<file path="config.mk">
export PLATFORM = sky130hd
export DESIGN_NAME = esr_regs
export DESIGN_NICKNAME = d
export VERILOG_FILES = /design/src/esr_pkg.sv /design/src/esr_opr_if.sv /design/src/esr_regs.sv /design/src/esr_operand.sv
export VERILOG_INCLUDE_DIRS = /design/src
export SDC_FILE = /design/constraint.sdc
export NUM_CORES = 1
export LEC_CHECK = 0
export BUFFER_PORTS_ARGS = -buffer_cell sky130_fd_sc_hd__buf_2
export CAP_MARGIN = 20
export CORE_MARGIN = 3
export CORE_UTILIZATION = 49
export CTS_BUF_LIST = sky130_fd_sc_hd__clkbuf_4 sky130_fd_sc_hd__clkbuf_8
export DETAILED_ROUTE_END_ITERATION = 6
export PLACE_DENSITY = 0.83
export SYNTH_ARGS = -nofsm -noshare
export SYNTH_HDL_FRONTEND = slang
export SYNTH_SLANG_ARGS = --single-unit
</file>
<file path="constraint.sdc">
create_clock -name clock -period 4.05 [get_ports clock]
set_input_delay 0.6075 -clock clock [delete_from_list [all_inputs] [get_ports clock]]
set_output_delay 0.6075 -clock clock [all_outputs]
set_load 0.03 [all_outputs]
</file>
<file path="src/esr_params.svh">
// Constants for the evaluation stack register set.
// Included by its bare name; holds definitions only.
`ifndef ESR_PARAMS_SVH
`define ESR_PARAMS_SVH
`define ESR_WORD_W        16
`define ESR_NIBBLE_W      4
`define ESR_RESET_WORD    16'h0000
`define ESR_ONCHIP_BYTES  4096
`define ESR_EXT_BYTES     65536
`endif

</file>
<file path="src/esr_pkg.sv">
// Types shared by the evaluation stack register set.
// Assumes esr_params.svh is available on the include path.
`include "esr_params.svh"
package esr_pkg;
    typedef logic [`ESR_WORD_W-1:0] esr_word_t;
    // Stack operation requested by execution control
    typedef enum logic [2:0] {
        ESR_STK_HOLD,
        ESR_STK_PUSH,
        ESR_STK_POP,
        ESR_STK_ADD,
        ESR_STK_WRITE_TOP
    } esr_stk_op_e;
    // Operand register action for one instruction
    typedef enum logic [1:0] {
        ESR_OPR_NONE,
        ESR_OPR_PLAIN,
        ESR_OPR_PREFIX,
        ESR_OPR_NEG_PREFIX
    } esr_opr_op_e;
    // Base used to form a memory address
    typedef enum logic [1:0] {
        ESR_BASE_NONE,
        ESR_BASE_LOCAL,
        ESR_BASE_NON_LOCAL
    } esr_base_e;
endpackage

</file>
<file path="src/esr_opr_if.sv">
// Interface between the register set and its operand builder.
// Assumes one clock; carries the nibble request and the operand value.
`timescale 1ns/1ps
interface esr_opr_if;
    esr_pkg::esr_opr_op_e op;
    logic [3:0]           nibble;
    esr_pkg::esr_word_t   operand;
    esr_pkg::esr_word_t   next_operand;
    modport ctrl (output op, output nibble, input operand, input next_operand);
    modport unit (input op, input nibble, output operand, output next_operand);
endinterface

</file>
<file path="src/esr_regs.sv">
// Evaluation stack register set with workspace, instruction and operand registers.
// Assumes execution control drives one request per clock and keeps depth within three.
`timescale 1ns/1ps
`include "esr_params.svh"
module esr_regs #(
    parameter int ONCHIP_BYTES = `ESR_ONCHIP_BYTES,
    parameter int EXT_BYTES    = `ESR_EXT_BYTES
) (
    input  wire logic                 clock,
    input  wire logic                 reset,
    input  wire logic [7:0]           instr_byte,
    input  wire logic                 instr_valid,
    input  wire esr_pkg::esr_opr_op_e opr_op,
    input  wire esr_pkg::esr_stk_op_e stk_op,
    input  wire logic [15:0]          stk_data,
    input  wire esr_pkg::esr_base_e   addr_base,
    input  wire logic                 iptr_load,
    input  wire logic [15:0]          iptr_value,
    input  wire logic                 wptr_load,
    input  wire logic [15:0]          wptr_value,
    output logic [3:0]                func_code,
    output logic [15:0]               top,
    output logic [15:0]               second,
    output logic [15:0]               third,
    output logic [15:0]               operand,
    output logic [15:0]               iptr,
    output logic [15:0]               wptr,
    output logic [15:0]               mem_addr,
    output logic                      mem_onchip
);
    esr_pkg::esr_word_t next_top;
    esr_pkg::esr_word_t next_second;
    esr_pkg::esr_word_t next_third;
    esr_pkg::esr_word_t next_addr;
    esr_opr_if          opr ();

    // Onchip window decode, used for the address output
    function automatic logic is_onchip(input esr_pkg::esr_word_t a);
        is_onchip = ({16'h0000, a} < 32'(ONCHIP_BYTES));
    endfunction

    // Low nibble of the instruction byte goes to the operand builder
    assign opr.nibble = instr_byte[3:0];
    assign opr.op     = instr_valid ? opr_op : esr_pkg::ESR_OPR_NONE;

    esr_operand u_operand (
        .clock (clock),
        .reset (reset),
        .opr   (opr.unit)
    );

    // Next stack values; depth beyond three just falls off the bottom
    always_comb begin
        next_top    = top;
        next_second = second;
        next_third  = third;
        case (stk_op)
            esr_pkg::ESR_STK_PUSH: begin
                next_third  = second;
                next_second = top;
                next_top    = stk_data;
            end
            esr_pkg::ESR_STK_POP: begin
                next_top    = second;
                next_second = third;
            end
            esr_pkg::ESR_STK_ADD: begin
                // Third stays put; generated code must not rely on its value
                next_top    = top + second;
                next_second = third;
            end
            esr_pkg::ESR_STK_WRITE_TOP: begin
                next_top = stk_data;
            end
            default: begin
                next_top = top;
            end
        endcase
    end

    // All three stack registers load their next values on one edge, even those the operation leaves unchanged
    always_ff @(posedge clock) begin
        if (reset) begin
            top    <= `ESR_RESET_WORD;
            second <= `ESR_RESET_WORD;
            third  <= `ESR_RESET_WORD;
        end else begin
            top    <= next_top;
            second <= next_second;
            third  <= next_third;
        end
    end

    // Instruction pointer: jump load wins, else step past each byte
    always_ff @(posedge clock) begin
        if (reset) begin
            iptr <= `ESR_RESET_WORD;
        end else if (iptr_load) begin
            iptr <= iptr_value;
        end else if (instr_valid) begin
            iptr <= iptr + 16'h0001;
        end
    end

    // Workspace pointer
    always_ff @(posedge clock) begin
        if (reset) begin
            wptr <= `ESR_RESET_WORD;
        end else if (wptr_load) begin
            wptr <= wptr_value;
        end
    end

    // Address uses the operand as it stands before this instruction finishes
    always_comb begin
        case (addr_base)
            esr_pkg::ESR_BASE_LOCAL:     next_addr = wptr + {opr.operand[14:0], 1'b0};
            esr_pkg::ESR_BASE_NON_LOCAL: next_addr = top + {opr.operand[14:0], 1'b0};
            default:                     next_addr = mem_addr;
        endcase
    end

    // Registered outputs; wrap-around on the sum is the full 16-bit space
    always_ff @(posedge clock) begin
        if (reset) begin
            mem_addr   <= `ESR_RESET_WORD;
            mem_onchip <= 1'b1;
            func_code  <= 4'h0;
            operand    <= `ESR_RESET_WORD;
        end else begin
            mem_addr   <= next_addr;
            mem_onchip <= is_onchip(next_addr);
            func_code  <= instr_valid ? instr_byte[7:4] : func_code;
            operand    <= opr.next_operand;
        end
    end

    // Stack movement checks
    AST_PUSH_SHIFT: assert property (@(posedge clock) disable iff (reset)
        stk_op == esr_pkg::ESR_STK_PUSH |=>
        third == $past(second) && second == $past(top) && top == $past(stk_data))
        else $error("push did not shift stack");
    AST_POP_SHIFT: assert property (@(posedge clock) disable iff (reset)
        stk_op == esr_pkg::ESR_STK_POP |=> top == $past(second) && second == $past(third))
        else $error("pop did not shift stack");
    AST_ADD_TOP: assert property (@(posedge clock) disable iff (reset)
        stk_op == esr_pkg::ESR_STK_ADD |=> top == 16'($past(top) + $past(second)))
        else $error("add result wrong");
    AST_ADD_DROP: assert property (@(posedge clock) disable iff (reset)
        stk_op == esr_pkg::ESR_STK_ADD |=> second == $past(third) && $stable(third))
        else $error("add did not close up the stack");
    AST_WRITE_TOP: assert property (@(posedge clock) disable iff (reset)
        stk_op == esr_pkg::ESR_STK_WRITE_TOP |=> top == $past(stk_data) && $stable(second) && $stable(third))
        else $error("top write disturbed the stack");
    AST_HOLD_STACK: assert property (@(posedge clock) disable iff (reset)
        stk_op == esr_pkg::ESR_STK_HOLD |=> $stable(top) && $stable(second) && $stable(third))
        else $error("stack moved while idle");

    // Pointer and function code checks
    AST_IPTR_STEP: assert property (@(posedge clock) disable iff (reset)
        instr_valid && !iptr_load |=> iptr == 16'($past(iptr) + 16'h0001))
        else $error("instruction pointer not advanced");
    AST_IPTR_LOAD: assert property (@(posedge clock) disable iff (reset)
        iptr_load |=> iptr == $past(iptr_value))
        else $error("instruction pointer jump lost");
    AST_IPTR_HOLD: assert property (@(posedge clock) disable iff (reset)
        !iptr_load && !instr_valid |=> $stable(iptr))
        else $error("instruction pointer moved without an instruction");
    AST_WPTR_LOAD: assert property (@(posedge clock) disable iff (reset)
        wptr_load |=> wptr == $past(wptr_value))
        else $error("workspace pointer load lost");
    AST_WPTR_HOLD: assert property (@(posedge clock) disable iff (reset)
        !wptr_load |=> $stable(wptr))
        else $error("workspace pointer moved without a load");
    AST_FUNC_CODE: assert property (@(posedge clock) disable iff (reset)
        instr_valid |=> func_code == $past(instr_byte[7:4]))
        else $error("function code not taken from upper nibble");

    // Address and operand output checks
    AST_LOCAL_ADDR: assert property (@(posedge clock) disable iff (reset)
        addr_base == esr_pkg::ESR_BASE_LOCAL |=>
        mem_addr == 16'($past(wptr) + {$past(opr.operand[14:0]), 1'b0}))
        else $error("local address wrong");
    AST_NONLOCAL_ADDR: assert property (@(posedge clock) disable iff (reset)
        addr_base == esr_pkg::ESR_BASE_NON_LOCAL |=>
        mem_addr == 16'($past(top) + {$past(opr.operand[14:0]), 1'b0}))
        else $error("non-local address wrong");
    AST_ADDR_HOLD: assert property (@(posedge clock) disable iff (reset)
        addr_base == esr_pkg::ESR_BASE_NONE |=> $stable(mem_addr) && $stable(mem_onchip))
        else $error("address moved without a request");
    AST_ONCHIP: assert property (@(posedge clock) disable iff (reset)
        1'b1 |=> mem_onchip == (32'(mem_addr) < 32'(ONCHIP_BYTES)))
        else $error("onchip flag wrong");
    AST_OPERAND_MIRROR: assert property (@(posedge clock) disable iff (reset)
        1'b1 |-> operand == opr.operand)
        else $error("operand output lags register");

    // Reset must leave every register at its start value one edge later
    AST_RESET_CLEAR: assert property (@(posedge clock) reset |=>
        top == 16'h0000 && second == 16'h0000 && third == 16'h0000 &&
        operand == 16'h0000 && iptr == 16'h0000 && wptr == 16'h0000 &&
        mem_addr == 16'h0000 && mem_onchip == 1'b1 && func_code == 4'h0)
        else $error("register not cleared by reset");

    // Main scenarios
    COV_JUMP: cover property (@(posedge clock) disable iff (reset)
        iptr_load && instr_valid);
    COV_PUSH3: cover property (@(posedge clock) disable iff (reset)
        stk_op == esr_pkg::ESR_STK_PUSH [*3]);
    COV_ADD_AFTER_PUSH: cover property (@(posedge clock) disable iff (reset)
        stk_op == esr_pkg::ESR_STK_PUSH ##1 stk_op == esr_pkg::ESR_STK_ADD);
    COV_NONLOCAL: cover property (@(posedge clock) disable iff (reset)
        addr_base == esr_pkg::ESR_BASE_NON_LOCAL);
endmodule

</file>
<file path="src/esr_operand.sv">
// Operand register builder: nibble load, prefix shift, clear on finish.
// Assumes the requester presents one action per clock, NONE when idle.
`timescale 1ns/1ps
`include "esr_params.svh"
module esr_operand (
    input  wire logic clock,
    input  wire logic reset,
    esr_opr_if.unit   opr
);
    esr_pkg::esr_word_t loaded;

    // Data nibble sits in the low bits before any shift
    assign loaded = {opr.operand[`ESR_WORD_W-1:`ESR_NIBBLE_W], opr.nibble};

    // Prefixes keep the value shifted up, negative prefix inverted first; plain instructions leave it clear
    always_comb begin
        case (opr.op)
            esr_pkg::ESR_OPR_PREFIX:     opr.next_operand = loaded << `ESR_NIBBLE_W;
            esr_pkg::ESR_OPR_NEG_PREFIX: opr.next_operand = (~loaded) << `ESR_NIBBLE_W;
            esr_pkg::ESR_OPR_PLAIN:      opr.next_operand = `ESR_RESET_WORD;
            default:                     opr.next_operand = opr.operand;
        endcase
    end

    // Operand register
    always_ff @(posedge clock) begin
        if (reset) begin
            opr.operand <= `ESR_RESET_WORD;
        end else begin
            opr.operand <= opr.next_operand;
        end
    end

    AST_PREFIX_SHIFT: assert property (@(posedge clock) disable iff (reset)
        opr.op == esr_pkg::ESR_OPR_PREFIX |=> opr.operand[3:0] == 4'h0)
        else $error("prefix left low nibble set");
    AST_PLAIN_CLEAR: assert property (@(posedge clock) disable iff (reset)
        opr.op == esr_pkg::ESR_OPR_PLAIN |=> opr.operand == 16'h0000)
        else $error("operand not cleared after instruction");
    AST_NEG_LOW: assert property (@(posedge clock) disable iff (reset)
        opr.op == esr_pkg::ESR_OPR_NEG_PREFIX |=>
        opr.operand[7:4] == ~$past(opr.nibble))
        else $error("negative prefix nibble wrong");
    COV_PREFIX_CHAIN: cover property (@(posedge clock) disable iff (reset)
        opr.op == esr_pkg::ESR_OPR_PREFIX ##1 opr.op == esr_pkg::ESR_OPR_PLAIN);
endmodule

</file>
==> impl_results.md <==
* Synthesized instance count at 777
* Synth top area cells: dfxtp_1 36%, nor2_1 7.3%, ha_1 5.7%
* Proportion of layout cells with a drive suffix above 1 at 0.2597
* H-tree depth at 4
* Row Count at 40
* Final hold vios at 0
* Post-route cell area at 7791 sq um
* RSZ-0062 raised after global routing: no
* CP Class: primary input to flop
* Synth unique cells at 65
* Die H at 119.6 microns
* Outcome: complete, no violations
* I/O pin cnt at about 190
* Clock Path Buffers at 2
* Initial Utilization at 0.5136
* Detail Placement HPWL at roughly 13000 microns
* Period utilization at 0.7536
* Nets at 1037
* Root buf cell: clkbuf_8
* Fillers at 1101
* Die X at 119.6 microns
* Total gr overflow at 0
* FF-to-FF Start: top[5]
* Die area at ~14000 sq um
* Max cap viols at 0
* Initial antenna violation count at 0
* Layout Cells excl Fill at 1119
* Worst R2R Path Depth at 9
* Pwr dens at approximately 410 nW/um^2
* RePlAce Congestion at approximately 0.95
* Worst EP required at 4.42 ns
* DRT antenna net count at 0
* Min cycle time layout at about 3.1 ns
* Num CTS Buffers at 17
* Sequential area share after synthesis at 0.3577
* Commonest non-fill, non-tap cell in the layout: buf_2
* Final setup viols at 0
* Remaining DRCs at 0
* Slew Limit Headroom at 0.2519
* Most frequent cells in the layout: 179 x buf_2, 122 x nor2_1, 113 x dfxtp_1, 95 x nand2_1, 70 x a21oi_1
* Hold crit path type: primary input to flop
* Vias/cell at 5.644
* WL final at approximately 18000 microns
* Tot GR Track Use at 0.2525
* # hold bufs at CTS at 0
* Pre-CTS worst setup slack at about 0.57 ns
* CTS resizes at 0
* Avg Cell Area, Syn at 8.138 sq um
* Footprint of the multi-input gates at between 3000 and 4000 sq um
* Worst Tran Pin Value at 1.114 ns
* Register clock-pin slew on the reported worst setup and hold paths at 0.07 ns
* Crit start category: primary input
* Synth Cell Area at 6324 sq um
* Area growth syn-to-layout at 23.21%
* Crit path DAT at between 3 and 4 ns
* Critical R2R Capture: mem_onchip
* Pre-Repair DR Iteration Count at 5
* Count of clock tree sinks at 113
* Synth Warn # at 0
* Sequential Area at between 2000 and 2500 sq um
* Postcts setup bufs at 0
* First-pass GRT wire length at 29150 microns
* Commonest register cell after synthesis: dfxtp_1
* Placed cells at 1086
* Worst Skew at 0.009507 ns
* Worst reg2reg setup slack at 1.24 ns
* CTS tree: done
* Yosys top cell area share at 0.3577
* Starting DRC count in detailed routing at around 570
* PortBufs at 180
* Cell leakage power at 3.641 nW
* Vias in the first global route at 5772
* Ant diodes at 0
* Final Max Slew Viols at 0
* Core outline area at around 12000 sq um
* Largest net degree at the start of global routing at 74
* CP Capture Type: flop
* Post-layout worst setup margin at about 1 ns
* Post-synth EDFFs at 0
* Max VDD drop at between 0.2 and 0.25 mV
* Crit path max fanout at 11
* Crit path from: addr_base[0]
* DR WL/cell at 16.42 microns
* Via Count at 6316
* Clk_lat worst skew at approximately 0.44 ns
* Biggest area consumer among synthesized cells: dfxtp_1
* Dpl cell area at 7296 sq um
* Asr flop ratio synth at 0
* Worst setup path endpoint: mem_onchip
* Total power at 3.222 mW
* Setup tns final at 0 ns
* F_max at approximately 330 MHz
* FF+latch count, synth at 113
## cell usage after synthesis (3+ instances only)
cell type,count
nor2b_1,3
a311oi_1,18
nor2_1,123
and3_1,8
nand3_1,9
inv_1,13
nand4_1,5
clkbuf_1,32
dfxtp_1,113
o21a_1,8
xnor2_1,17
nor3_1,8
nand2b_1,3
o21bai_1,3
a31oi_1,3
o22ai_1,18
mux2_2,13
o21ai_0,16
and4_1,3
o211ai_1,3
or2_2,4
buf_1,8
a21oi_1,70
nand3b_1,3
a21o_1,8
a211oi_1,15
a22oi_1,23
xor2_1,27
ha_1,29
buf_2,4
mux2i_1,28
nand2_1,95
buf_4,5
## how the worst min path moves through the flow
stage / startpoint / endpoint / slack [ns] / cells after the start
3_3_place_gp: third[4] / third[4] / 0.46 / 2
4_1_cts: iptr_value[4] / iptr[4] / 0.36 / 3
6_report: iptr_value[4] / iptr[4] / 0.39 / 3
5_1_grt: iptr_value[3] / iptr[3] / 0.38 / 3
2_1_floorplan: third[10] / third[10] / 0.59 / 2
3_5_place_dp: third[10] / third[10] / 0.46 / 2
## layout make-up
cell class,count,share of cell area
Clock buffer,22,0.03886
Clock inverter,10,0.02280
Inverter,16,0.007708
Multi-Input combinational cell,602,0.4887
Sequential cell,113,0.2903
Tap cell,168,0.02698
Timing Repair Buffer,188,0.1246
## stage by stage
| stage | util | hold slack (ns) |
|---|---|---|
| finish | 0.6328 | 0.3897 |
| detailed placement | 0.5926 | 0.4644 |
| global route | 0.6328 | 0.3790 |
| CTS | 0.6316 | 0.3561 |
| global placement | 0.5926 | 0.4579 |
| floorplan | - | 0.5946 |
## registers in the layout (all words and copies together), names as in the netlist
register	count
u_operand.opr.operand	12
mem_addr	16
mem_onchip	1
func_code	4
top	16
third	16
wptr	16
iptr	16
second	16
## cells by family (layout without fill, tap and decap cells)
family,after synthesis,after routing,share of synthesized area
AO/OA/AOI/OAI,206,206,0.2171
XOR/XNOR,44,44,0.06094
adder cells (fa/ha/maj),31,31,0.06371
buffers and inverters,65,236,0.04234
flip-flops,113,113,0.3577
multiplexers,41,41,0.06747
other,1,4,0.0005930
AND/OR/NAND/NOR,276,276,0.1901
## where the power goes
group          switching, mW  internal (mW)  total, mW
clock network          0.464          0.811       1.27
logic                  0.436          0.248      0.684
registers             0.0850           1.18       1.26
## metal layers
metal  up-vias  share of wire  track usage
li1       3085              -            -
met1      2952           0.45       0.3327
met2       248           0.47       0.3994
met3        31          0.066      0.06126
met4         0          0.018      0.09950
met5         -              0            0
## critical path, cell delays in order
cell and delay [ns]:
buf_2 0.10, inv_1 0.05, ha_1 0.21, buf_4 0.21
mux2_2 0.38, fa_1 0.45, a211oi_1 0.38, o211ai_2 0.16
a21oi_1 0.20, a21oi_1 0.05, or4b_1 0.47, o22ai_1 0.15
Note: power is estimated with default switching activity, not from simulation.
